==> src/dsp_decode_pkg.sv <==
package dsp_decode_pkg;

  // ----------------------------------------
  // Opcode values
  // ----------------------------------------
  localparam logic [7:0]  OP_BRANCH_ACC_ZERO = 8'hF6;
  localparam logic [7:0]  OP_BLOCK_PROG_DATA = 8'hFC;
  localparam logic [7:0]  OP_BLOCK_DATA_DATA = 8'hFD;
  localparam logic [7:0]  OP_DATA_MOVE       = 8'h56;
  localparam logic [7:0]  OP_LOAD_STATUS0    = 8'h50;
  localparam logic [7:0]  OP_LOAD_STATUS1    = 8'h51;
  localparam logic [7:0]  OP_STORE_STATUS0   = 8'h78;
  localparam logic [7:0]  OP_STORE_STATUS1   = 8'h79;
  localparam logic [7:0]  OP_POP_TO_MEMORY   = 8'h7A;
  localparam logic [7:0]  OP_PUSH_FROM_MEM   = 8'h54;
  localparam logic [7:0]  OP_REPEAT_IMM      = 8'hCB;
  localparam logic [7:0]  OP_REPEAT_MEM      = 8'h4B;
  localparam logic [7:0]  OP_TEST_BIT_BY_T   = 8'h57;
  localparam logic [3:0]  NIB_PORT_INPUT     = 4'h8;
  localparam logic [3:0]  NIB_TEST_BIT       = 4'h9;
  localparam logic [15:0] OP_POP_ACC_LOW     = 16'hCE1D;
  localparam logic [15:0] OP_PUSH_ACC_LOW    = 16'hCE1C;
  localparam logic [15:0] OP_BLOCK_TO_DATA   = 16'hCE04;
  localparam logic [15:0] OP_BLOCK_TO_PROG   = 16'hCE05;
  localparam logic [15:0] OP_CLEAR_TX_FRAME  = 16'hCE20;
  localparam logic [15:0] OP_INT_DISABLE     = 16'hCE01;
  localparam logic [15:0] OP_INT_ENABLE      = 16'hCE00;
  localparam logic [15:0] WORD_RESET         = 16'h0000;
  localparam logic [1:0]  WORDS_ONE          = 2'h1;
  localparam logic [1:0]  WORDS_TWO          = 2'h2;

  // ----------------------------------------
  // Types
  // ----------------------------------------
  typedef enum logic [4:0] {
    CLS_NOP              = 5'h00,
    CLS_BRANCH_ACC_ZERO  = 5'h01,
    CLS_BLOCK_PROG_DATA  = 5'h02,
    CLS_BLOCK_DATA_DATA  = 5'h03,
    CLS_DATA_MOVE        = 5'h04,
    CLS_PORT_INPUT       = 5'h05,
    CLS_LOAD_STATUS0     = 5'h06,
    CLS_LOAD_STATUS1     = 5'h07,
    CLS_STORE_STATUS0    = 5'h08,
    CLS_STORE_STATUS1    = 5'h09,
    CLS_POP_TO_MEMORY    = 5'h0A,
    CLS_PUSH_FROM_MEMORY = 5'h0B,
    CLS_POP_ACC_LOW      = 5'h0C,
    CLS_PUSH_ACC_LOW     = 5'h0D,
    CLS_REPEAT_IMMEDIATE = 5'h0E,
    CLS_REPEAT_MEMORY    = 5'h0F,
    CLS_TEST_BIT_BY_T    = 5'h10,
    CLS_TEST_BIT         = 5'h11,
    CLS_BLOCK_TO_DATA    = 5'h12,
    CLS_BLOCK_TO_PROGRAM = 5'h13,
    CLS_CLEAR_TX_FRAME   = 5'h14,
    CLS_INT_DISABLE      = 5'h15,
    CLS_INT_ENABLE       = 5'h16
  } instr_class_t;

  typedef enum logic [1:0] {
    ST_OPCODE  = 2'b00,
    ST_OPERAND = 2'b01
  } fetch_state_t;

  typedef struct packed {
    instr_class_t cls;
    logic         illegal;
    logic [1:0]   words;
    logic         indirect;
    logic [6:0]   dma;
    logic [3:0]   field4;
    logic [7:0]   imm8;
  } decode_t;

  typedef struct packed {
    logic    valid;
    decode_t dec;
    logic [15:0] second_word;
  } issue_t;

endpackage

==> src/dsp_opcode_classifier.sv <==
module dsp_opcode_classifier
  import dsp_decode_pkg::*;
(
  input  wire logic [15:0] word,
  output decode_t          dec
);

  // ----------------------------------------
  // Match terms
  // ----------------------------------------
  wire [7:0] hi  = word[15:8];
  wire [3:0] nib = word[15:12];

  wire m_bz    = (hi == OP_BRANCH_ACC_ZERO) && word[7];
  wire m_block_move_prog_to_data  = (hi == OP_BLOCK_PROG_DATA);
  wire m_block_move_data_to_data  = (hi == OP_BLOCK_DATA_DATA);
  wire m_data_move  = (hi == OP_DATA_MOVE);
  wire m_in    = (nib == NIB_PORT_INPUT);
  wire m_lst0  = (hi == OP_LOAD_STATUS0);
  wire m_load_status1  = (hi == OP_LOAD_STATUS1);
  wire m_sst0  = (hi == OP_STORE_STATUS0);
  wire m_store_status1  = (hi == OP_STORE_STATUS1);
  wire m_pop_to_memory  = (hi == OP_POP_TO_MEMORY);
  wire m_push_from_memory  = (hi == OP_PUSH_FROM_MEM);
  wire m_popa  = (word == OP_POP_ACC_LOW);
  wire m_pusha = (word == OP_PUSH_ACC_LOW);
  wire m_repeat_immediate  = (hi == OP_REPEAT_IMM);
  wire m_rpt   = (hi == OP_REPEAT_MEM);
  wire m_test_bit_by_t  = (hi == OP_TEST_BIT_BY_T);
  wire m_bit   = (nib == NIB_TEST_BIT);
  wire m_block_to_data_space  = (word == OP_BLOCK_TO_DATA);
  wire m_block_to_program_space  = (word == OP_BLOCK_TO_PROG);
  wire m_clear_tx_frame_mode  = (word == OP_CLEAR_TX_FRAME);
  wire m_interrupt_disable  = (word == OP_INT_DISABLE);
  wire m_interrupt_enable  = (word == OP_INT_ENABLE);

  instr_class_t cls;

  always_comb begin
    cls = CLS_NOP;
    if (m_bz) cls = CLS_BRANCH_ACC_ZERO;            // RQ1
    else if (m_block_move_prog_to_data) cls = CLS_BLOCK_PROG_DATA;     // RQ2
    else if (m_block_move_data_to_data) cls = CLS_BLOCK_DATA_DATA;     // RQ3
    else if (m_data_move) cls = CLS_DATA_MOVE;           // RQ4
    else if (m_in) cls = CLS_PORT_INPUT;            // RQ5
    else if (m_lst0) cls = CLS_LOAD_STATUS0;        // RQ6
    else if (m_load_status1) cls = CLS_LOAD_STATUS1;        // RQ6
    else if (m_sst0) cls = CLS_STORE_STATUS0;       // RQ7
    else if (m_store_status1) cls = CLS_STORE_STATUS1;       // RQ7
    else if (m_pop_to_memory) cls = CLS_POP_TO_MEMORY;       // RQ8
    else if (m_push_from_memory) cls = CLS_PUSH_FROM_MEMORY;    // RQ9
    else if (m_popa) cls = CLS_POP_ACC_LOW;         // RQ10
    else if (m_pusha) cls = CLS_PUSH_ACC_LOW;       // RQ10
    else if (m_repeat_immediate) cls = CLS_REPEAT_IMMEDIATE;    // RQ11
    else if (m_rpt) cls = CLS_REPEAT_MEMORY;        // RQ12
    else if (m_test_bit_by_t) cls = CLS_TEST_BIT_BY_T;       // RQ13
    else if (m_bit) cls = CLS_TEST_BIT;             // RQ14
    else if (m_block_to_data_space) cls = CLS_BLOCK_TO_DATA;       // RQ15
    else if (m_block_to_program_space) cls = CLS_BLOCK_TO_PROGRAM;    // RQ16
    else if (m_clear_tx_frame_mode) cls = CLS_CLEAR_TX_FRAME;      // RQ17
    else if (m_interrupt_disable) cls = CLS_INT_DISABLE;         // RQ18
    else if (m_interrupt_enable) cls = CLS_INT_ENABLE;          // RQ18
  end

  wire any_match = m_bz | m_block_move_prog_to_data | m_block_move_data_to_data | m_data_move | m_in | m_lst0 | m_load_status1 | m_sst0
                 | m_store_status1 | m_pop_to_memory | m_push_from_memory | m_popa | m_pusha | m_repeat_immediate | m_rpt
                 | m_test_bit_by_t | m_bit | m_block_to_data_space | m_block_to_program_space | m_clear_tx_frame_mode | m_interrupt_disable | m_interrupt_enable;
  wire two_word  = m_bz | m_block_move_prog_to_data | m_block_move_data_to_data;

  // One driver for the whole struct, so no tool splits it
  assign dec = '{
    cls:      cls,
    illegal:  ~any_match,                          // RQ19
    words:    two_word ? WORDS_TWO : WORDS_ONE,    // RQ20
    indirect: word[7],
    dma:      word[6:0],
    field4:   word[11:8],                          // RQ5
    imm8:     word[7:0]                            // RQ11
  };

endmodule

==> src/dsp_pc_tracker.sv <==
module dsp_pc_tracker
  import dsp_decode_pkg::*;
(
  input  wire logic        core_clk,
  input  wire logic        rst_n,
  input  wire logic        advance,
  input  wire logic [1:0]  words,
  output logic      [15:0] pc
);

  // ----------------------------------------
  // Program counter
  // ----------------------------------------
  wire [15:0] next_pc = pc + {14'h0000, words};

  always_ff @(posedge core_clk) begin
    if (!rst_n) begin
      pc <= WORD_RESET;
    end else if (advance) begin
      pc <= next_pc; // RQ20
    end
  end

endmodule

==> src/dsp_branch_data_control_decoder.sv <==
// Operation
// RQ1: Upper byte F6 with bit 7 set: two-word branch if accumulator zero.
// RQ2: Upper byte FC: two-word program-to-data block move, data operand fields.
// RQ3: Data-to-data block move is a two-word instruction.
// RQ4: Upper byte 56: single-word data move with indirect flag and address.
// RQ5: Top nibble 1000: port input, port in bits 11-8, operand in low byte.
// RQ6: Upper bytes 50/51 load status register 0/1 from data memory.
// RQ7: Upper bytes 78/79 store status register 0/1 to data memory.
// RQ8: Upper byte 7A pops stack top into data memory.
// RQ9: Upper byte 54 pushes data memory word onto stack.
// RQ10: CE1D pops stack to low accumulator; CE1C pushes low accumulator.
// RQ11: Upper byte CB repeats with 8-bit immediate count.
// RQ12: Upper byte 4B repeats with count from data memory.
// RQ13: Upper byte 57 tests bit selected by temporary register.
// RQ14: Top nibble 1001 tests bit given by bits 11-8.
// RQ15: CE04 assigns the configurable block to data space.
// RQ16: CE05 assigns the configurable block to program space.
// RQ17: CE20 clears transmit framing mode, external framing.
// RQ18: CE01 disables and CE00 enables maskable interrupts.
// RQ19: Unrecognised words flag illegal and act as no-operation.
// RQ20: Two-word instructions fetch the opcode word first, then the operand word; PC advances by two.
module dsp_branch_data_control_decoder
  import dsp_decode_pkg::*;
(
  input  wire logic        core_clk,
  input  wire logic        rst_n,
  input  wire logic [15:0] prog_word,
  input  wire logic        prog_valid,
  output logic             prog_ready,
  output logic      [15:0] prog_addr,
  output issue_t           issue,
  output logic             illegal_opcode
);

  // ----------------------------------------
  // Decode of incoming word
  // ----------------------------------------
  decode_t      word_dec;
  decode_t      held_dec;
  fetch_state_t state;
  fetch_state_t next_state;

  dsp_opcode_classifier u_classifier (
    .word (prog_word),
    .dec  (word_dec)
  );

  wire take      = prog_valid && prog_ready;
  wire take_op   = take && (state == ST_OPCODE);
  wire take_arg  = take && (state == ST_OPERAND);
  wire need_arg  = (word_dec.words == WORDS_TWO);

  // Decoder never stalls the fetch stream
  assign prog_ready = 1'b1;

  // ----------------------------------------
  // Fetch sequencing
  // ----------------------------------------
  always_comb begin
    next_state = state;
    unique case (state)
      ST_OPCODE:  if (take_op && need_arg) next_state = ST_OPERAND; // RQ20
      ST_OPERAND: if (take_arg) next_state = ST_OPCODE;
      default:    next_state = ST_OPCODE;
    endcase
  end

  always_ff @(posedge core_clk) begin
    if (!rst_n) begin
      state <= ST_OPCODE;
    end else begin
      state <= next_state;
    end
  end

  always_ff @(posedge core_clk) begin
    if (!rst_n) begin
      held_dec <= '0;
    end else if (take_op) begin
      held_dec <= word_dec;
    end
  end

  // ----------------------------------------
  // Issue register
  // ----------------------------------------
  // Two-word issue waits for the operand so execution sees both at once
  wire issue_now_one = take_op && !need_arg;
  wire issue_now_two = take_arg; // RQ20

  always_ff @(posedge core_clk) begin
    if (!rst_n) begin
      issue <= '0;
    end else begin
      issue.valid <= issue_now_one || issue_now_two;
      if (issue_now_one) begin
        issue.dec         <= word_dec;
        issue.second_word <= WORD_RESET;
      end else if (issue_now_two) begin
        issue.dec         <= held_dec;
        issue.second_word <= prog_word; // RQ1
      end
    end
  end

  always_ff @(posedge core_clk) begin
    if (!rst_n) begin
      illegal_opcode <= 1'b0;
    end else begin
      illegal_opcode <= issue_now_one && word_dec.illegal; // RQ19
    end
  end

  // ----------------------------------------
  // Program counter
  // ----------------------------------------
  // Advance one per accepted word, so a two-word op moves it by two
  dsp_pc_tracker u_pc (
    .core_clk (core_clk),
    .rst_n    (rst_n),
    .advance  (take),
    .words    (WORDS_ONE),
    .pc       (prog_addr)
  );

  // ----------------------------------------
  // Checks
  // ----------------------------------------
  a_branch_two_word: assert property (@(posedge core_clk) disable iff (!rst_n) // RQ1
    take_op && prog_word[15:8] == OP_BRANCH_ACC_ZERO && prog_word[7]
      |=> state == ST_OPERAND)
    else $error("branch did not wait for target");

  a_block_prog_two: assert property (@(posedge core_clk) disable iff (!rst_n) // RQ2
    take_op && prog_word[15:8] == OP_BLOCK_PROG_DATA |=> !issue.valid)
    else $error("program block move issued early");

  a_block_data_two: assert property (@(posedge core_clk) disable iff (!rst_n) // RQ3
    take_op && prog_word[15:8] == OP_BLOCK_DATA_DATA ##1 take_arg
      |=> issue.valid && issue.dec.cls == CLS_BLOCK_DATA_DATA)
    else $error("data block move not issued");

  a_move_one_word: assert property (@(posedge core_clk) disable iff (!rst_n) // RQ4
    take_op && prog_word[15:8] == OP_DATA_MOVE
      |=> issue.valid && issue.dec.cls == CLS_DATA_MOVE && issue.dec.dma == $past(prog_word[6:0]))
    else $error("data move decode wrong");

  a_port_field: assert property (@(posedge core_clk) disable iff (!rst_n) // RQ5
    take_op && prog_word[15:12] == NIB_PORT_INPUT
      |=> issue.dec.cls == CLS_PORT_INPUT && issue.dec.field4 == $past(prog_word[11:8]))
    else $error("port input decode wrong");

  a_repeat_count: assert property (@(posedge core_clk) disable iff (!rst_n) // RQ11
    take_op && prog_word[15:8] == OP_REPEAT_IMM
      |=> issue.dec.cls == CLS_REPEAT_IMMEDIATE && issue.dec.imm8 == $past(prog_word[7:0]))
    else $error("repeat count wrong");

  a_illegal_flag: assert property (@(posedge core_clk) disable iff (!rst_n) // RQ19
    illegal_opcode |-> issue.valid && issue.dec.cls == CLS_NOP && issue.dec.illegal)
    else $error("illegal flag without nop issue");

  a_pc_two_step: assert property (@(posedge core_clk) disable iff (!rst_n) // RQ20
    take_op && need_arg ##1 take_arg |=> prog_addr == $past(prog_addr, 2) + 16'h0002)
    else $error("pc did not advance by two");

  a_int_disable: assert property (@(posedge core_clk) disable iff (!rst_n) // RQ18
    take_op && prog_word == OP_INT_DISABLE |=> issue.dec.cls == CLS_INT_DISABLE)
    else $error("interrupt disable not decoded");

endmodule

==> config.mk <==
export PLATFORM = sky130hd
export DESIGN_NAME = dsp_branch_data_control_decoder
export DESIGN_NICKNAME = d
export VERILOG_FILES = /design/src/dsp_decode_pkg.sv /design/src/dsp_opcode_classifier.sv /design/src/dsp_pc_tracker.sv /design/src/dsp_branch_data_control_decoder.sv
export SDC_FILE = /design/constraint.sdc
export NUM_CORES = 1
export LEC_CHECK = 0
export ABC_AREA = 1
export BUFFER_PORTS_ARGS = -buffer_cell sky130_fd_sc_hd__buf_4
export CAP_MARGIN = 20
export CORE_ASPECT_RATIO = 0.9
export CORE_MARGIN = 3
export CORE_UTILIZATION = 45
export DETAILED_ROUTE_END_ITERATION = 10
export PLACE_DENSITY = 0.79
export SETUP_SLACK_MARGIN = 0.2
export SLEW_MARGIN = 20
export SYNTH_ARGS = -nofsm -noshare
export SYNTH_HDL_FRONTEND = slang
export SYNTH_SLANG_ARGS = --single-unit
==> constraint.sdc <==
create_clock -name core_clk -period 1.4 [get_ports core_clk]
set_input_delay 0.28 -clock core_clk [delete_from_list [all_inputs] [get_ports core_clk]]
set_output_delay 0.28 -clock core_clk [all_outputs]
set_load 0.02 [all_outputs]
==> results.toml <==
[run_status]
status = "completed"

[finish]
n_fill_cell = 490
instances_no_fill = 717
final_cell_area_sq_mm = 0.00530
multi_input_area_sq_mm = 0.00190
area_delta_synth_final_pct = 55.3
antenna_cells = 0
nets = 639
regArea_sq_mm = 0.00155
drive_gt1_share_pct = 44.4

[grt]
first_global_vias = 3377
overflow = 0
track_usage_pct = 21.3
grt_pass1_wl_um = 15100
grt_max_degree = 37
antenna_found_initial = 0

[clocking]
clock-root-buffer = "clkbuf_8"
clkSinkCount = 75
htree_levels = 3
clk_latency_ns = 0.35
cts_tree = "built"
cts_made_buffers = 9
clk_pin_slew_ns = 0.09
clk_path_buf_depth = 2

[yosys]
synthFlopType = "dfxtp_1"
synth_top_family_by_area = "simple AND/OR/NAND/NOR gates"
synth_top_area_cell = "dfxtp_1"
syn_inst = 490
synth_xor_area_share_pct = 0.514
synth_top_area_share_pct = 44.0
async_flop_share_pct = 0
yosys.area_share.simple_pct = 29.3
yosys.area_share.adder_pct = 0.367
synth_edf_count = 0
synth_area_leaders = "dfxtp_1, nand2_1, a21oi_1, nor2_1, o21ai_0"
synth.area.mux_share_pct = 0
yosysWarnings = 0
synth_seq_cells = 75
yosysUniqueCellTypes = 33
synth_compound_area_share_pct = 15.8
syn_area_sq_mm = 0.00341
syn_nets = 510
synth_area_per_cell_sq_um = 6.96
synth_seq_area_share_pct = 44.0

[worst_setup_path]
reg2reg_depth = 7
cp.arrival_ns = 1.57
path_class = "flip-flop to flip-flop"
rrSetupSlack_ns = 0.09
crit_path_cell_trace = "ha_4 -> nand2_4 -> inv_4 -> nand4_1 -> buf_4 -> nor4_2 -> nor3_1"
rr_endpoint = "u_pc.pc[12]$_SDFFE_PN0P_"
start_kind = "flip-flop"
slowest_delay_ns = 0.40
path_max_fanout = 5
end_kind = "flip-flop"
slowest_stage = "dfxtp_4"
required_ns = 1.66
rr_startpoint = "u_pc.pc[0]$_SDFFE_PN0P_"

[power]
power.density_mw_per_mm2 = 920
p_leak_nw = 2.32
ir_drop_mv = 0.783

[sta]
fmax_mhz = 763
final.setup.worst_slack_ns = 0.0889
hold_violations = 0
min_period_ns = 1.31
finalClockSkew_ns = 0.00700
setup_viol = 0
final-max-slew-violation-count = 0
rsz0062_at_grt = "true"
fin_crit_sh_pct = 93.7

[route]
post_drt_via_cell_ratio = 5.23
routed-via-count = 3749
dr.pass1.iters = 4
ant_nets = 0
drt_iter0_drc = 190
drc_errors = 0
detail_route.wirelength_um = 9980
wl_per_cell_um = 13.9

[floorplan]
core.rowCount = 29
die_h_um = 88.6
io_pins = 82
die_area_sq_mm = 0.00866
die_w_um = 97.8
core-area_sq_mm = 0.00722
initial_core_util_pct = 47.2

[place]
post-dp-hpwl_um = 6590
place_congestion = 0.863
dp_cells = 682
dpl_cell_area_sq_mm = 0.00449
portBuffers = 80
detailedPlace.worstSlack_ns = -0.311

[min_path]
hold_start = "prog_valid"
whs_path_depth = 2
min_delay_worst_endpoint = "u_pc.pc[0]$_SDFFE_PN0P_"
holdCritPathClass = "input pin to flip-flop"

[run]
max_cap_violations = 0
-- cells in the final DEF (no fill, tap or decap), types with 3 or more instances in the layout --
master / netlist / final
buf_4: 11 / 118
nand2_1: 123 / 102
dfxtp_1: 75 / 52
nor2_1: 62 / 48
a21oi_1: 54 / 42
inv_1: 40 / 25
o21ai_0: 31 / 18
dfxtp_2: 0 / 17
buf_6: 1 / 16
nand2_2: 3 / 15
nand3_1: 20 / 14
a21oi_2: 2 / 14
inv_2: 5 / 12
o21ai_1: 0 / 11
nand4_1: 9 / 9
a31oi_1: 9 / 9
clkbuf_8: 0 / 9
nand2_4: 1 / 8
nor2_4: 1 / 8
nand3_2: 1 / 7
nor2_2: 0 / 7
buf_12: 0 / 6
dfxtp_4: 0 / 6
nor3_1: 7 / 5
inv_4: 0 / 4
buf_8: 0 / 4
o21ai_2: 1 / 3
nand3b_1: 3 / 3
clkinv_2: 0 / 3
clkbuf_16: 0 / 3
-- metrics by stage --
stage | hold WS, ns | utilization [%] | setup TNS, ns | total power, mW
floorplan | 0.360 | - | -0.0462 | 2.61
global placement | 0.451 | 62.2 | -7.81 | 2.85
detailed placement | 0.452 | 62.2 | -9.70 | 2.86
CTS | 0.156 | 68.1 | 0 | 4.79
global route | 0.176 | 73.3 | -0.0781 | 5.04
finish | 0.175 | 73.3 | 0 | 4.87
-- routing by layer --
metal  global-route usage (%)  wire length, um  share of wire [%]  vias up
li1                         -                -                  -     1850
met4                     6.16              149                1.5        0
met1                     25.8             4340                 44     1768
met3                     5.52              540                5.4       16
met2                     38.0             4950                 50      115
met5                        0                0                  0        -
-- critical path, delay by kind of cell, from the launching register on --
kind,cells,cell delay [ns]
DFF,1,0.40
and+or+nand+nor,4,0.40
buffers and inverters,2,0.27
adders and majority gates,1,0.14
-- where the power goes --
part | leakage (nW) | total (mW) | internal (mW) | switching [mW]
clock | 0.122 | 1.92 | 1.06 | 0.867
combinational | 1.58 | 0.704 | 0.313 | 0.391
sequential | 0.624 | 2.24 | 2.20 | 0.0480
total | 2.32 | 4.87 | 3.57 | 1.31
-- area by class of cell --
type / count / area share [%]
Clock buffer: 11 / 3.28
Clock inverter: 5 / 1.20
Inverter: 48 / 4.18
Multi-Input combinational cell: 340 / 36.0
Sequential cell: 75 / 29.2
Tap cell: 93 / 2.20
Timing Repair Buffer: 145 / 24.0
-- synthesized netlist by cell type (2+ instances only) --
library cell / instances
nand2_1: 123
dfxtp_1: 75
nor2_1: 62
a21oi_1: 54
inv_1: 40
o21ai_0: 31
nand3_1: 20
buf_4: 11
clkbuf_1: 10
a31oi_1: 9
nand4_1: 9
nor3_1: 7
buf_2: 5
inv_2: 5
clkinv_1: 3
nand2_2: 3
nand3b_1: 3
a21oi_2: 2
nor4_1: 2
o21a_1: 2
xor2_1: 2
-- kinds of logic (layout without fill, tap and decap cells) --
logic type | after synthesis | count (layout)
and+or+nand+nor | 235 | 235
AOI/OAI and AO/OA | 101 | 101
DFF | 75 | 75
buffers and inverters | 75 | 209
xor gates and xnor gates | 2 | 2
adders and majority gates | 1 | 1
other | 1 | 1
-- how the worst max path moves through the flow --
| stage | startpoint | to | slack (ns) | depth (start not counted) |
|---|---|---|---|---|
| 5_1_grt | u_pc.pc[0]$_SDFFE_PN0P_ | u_pc.pc[12]$_SDFFE_PN0P_ | -0.04 | 7 |
| 4_1_cts | u_pc.pc[0]$_SDFFE_PN0P_ | u_pc.pc[12]$_SDFFE_PN0P_ | 0.09 | 7 |
| 3_3_place_gp | prog_word[13] | issue[9]$_SDFFE_PP0P_ | -0.23 | 10 |
| 3_5_place_dp | prog_word[11] | issue[0]$_SDFFE_PP0P_ | -0.31 | 11 |
| 6_report | u_pc.pc[0]$_SDFFE_PN0P_ | u_pc.pc[12]$_SDFFE_PN0P_ | 0.09 | 7 |
| 2_1_floorplan | prog_word[9] | held_dec[22]$_SDFFE_PN0P_ | -0.02 | 11 |
-- registers in the layout, summed over array words and instances (netlist names) --
register,count
u_pc.pc,16
state,1
issue,37
illegal_opcode,1
held_dec,20
-- timing repair --
action                     4_1_cts  5_1_grt
setup buffers                   13        5
hold buffers                     0        0
pin swaps                        9       40
setup endpoints to repair       55       76
resized for setup               32      100
gates cloned                     0        1
Note: power is estimated with default switching activity, not from simulation.
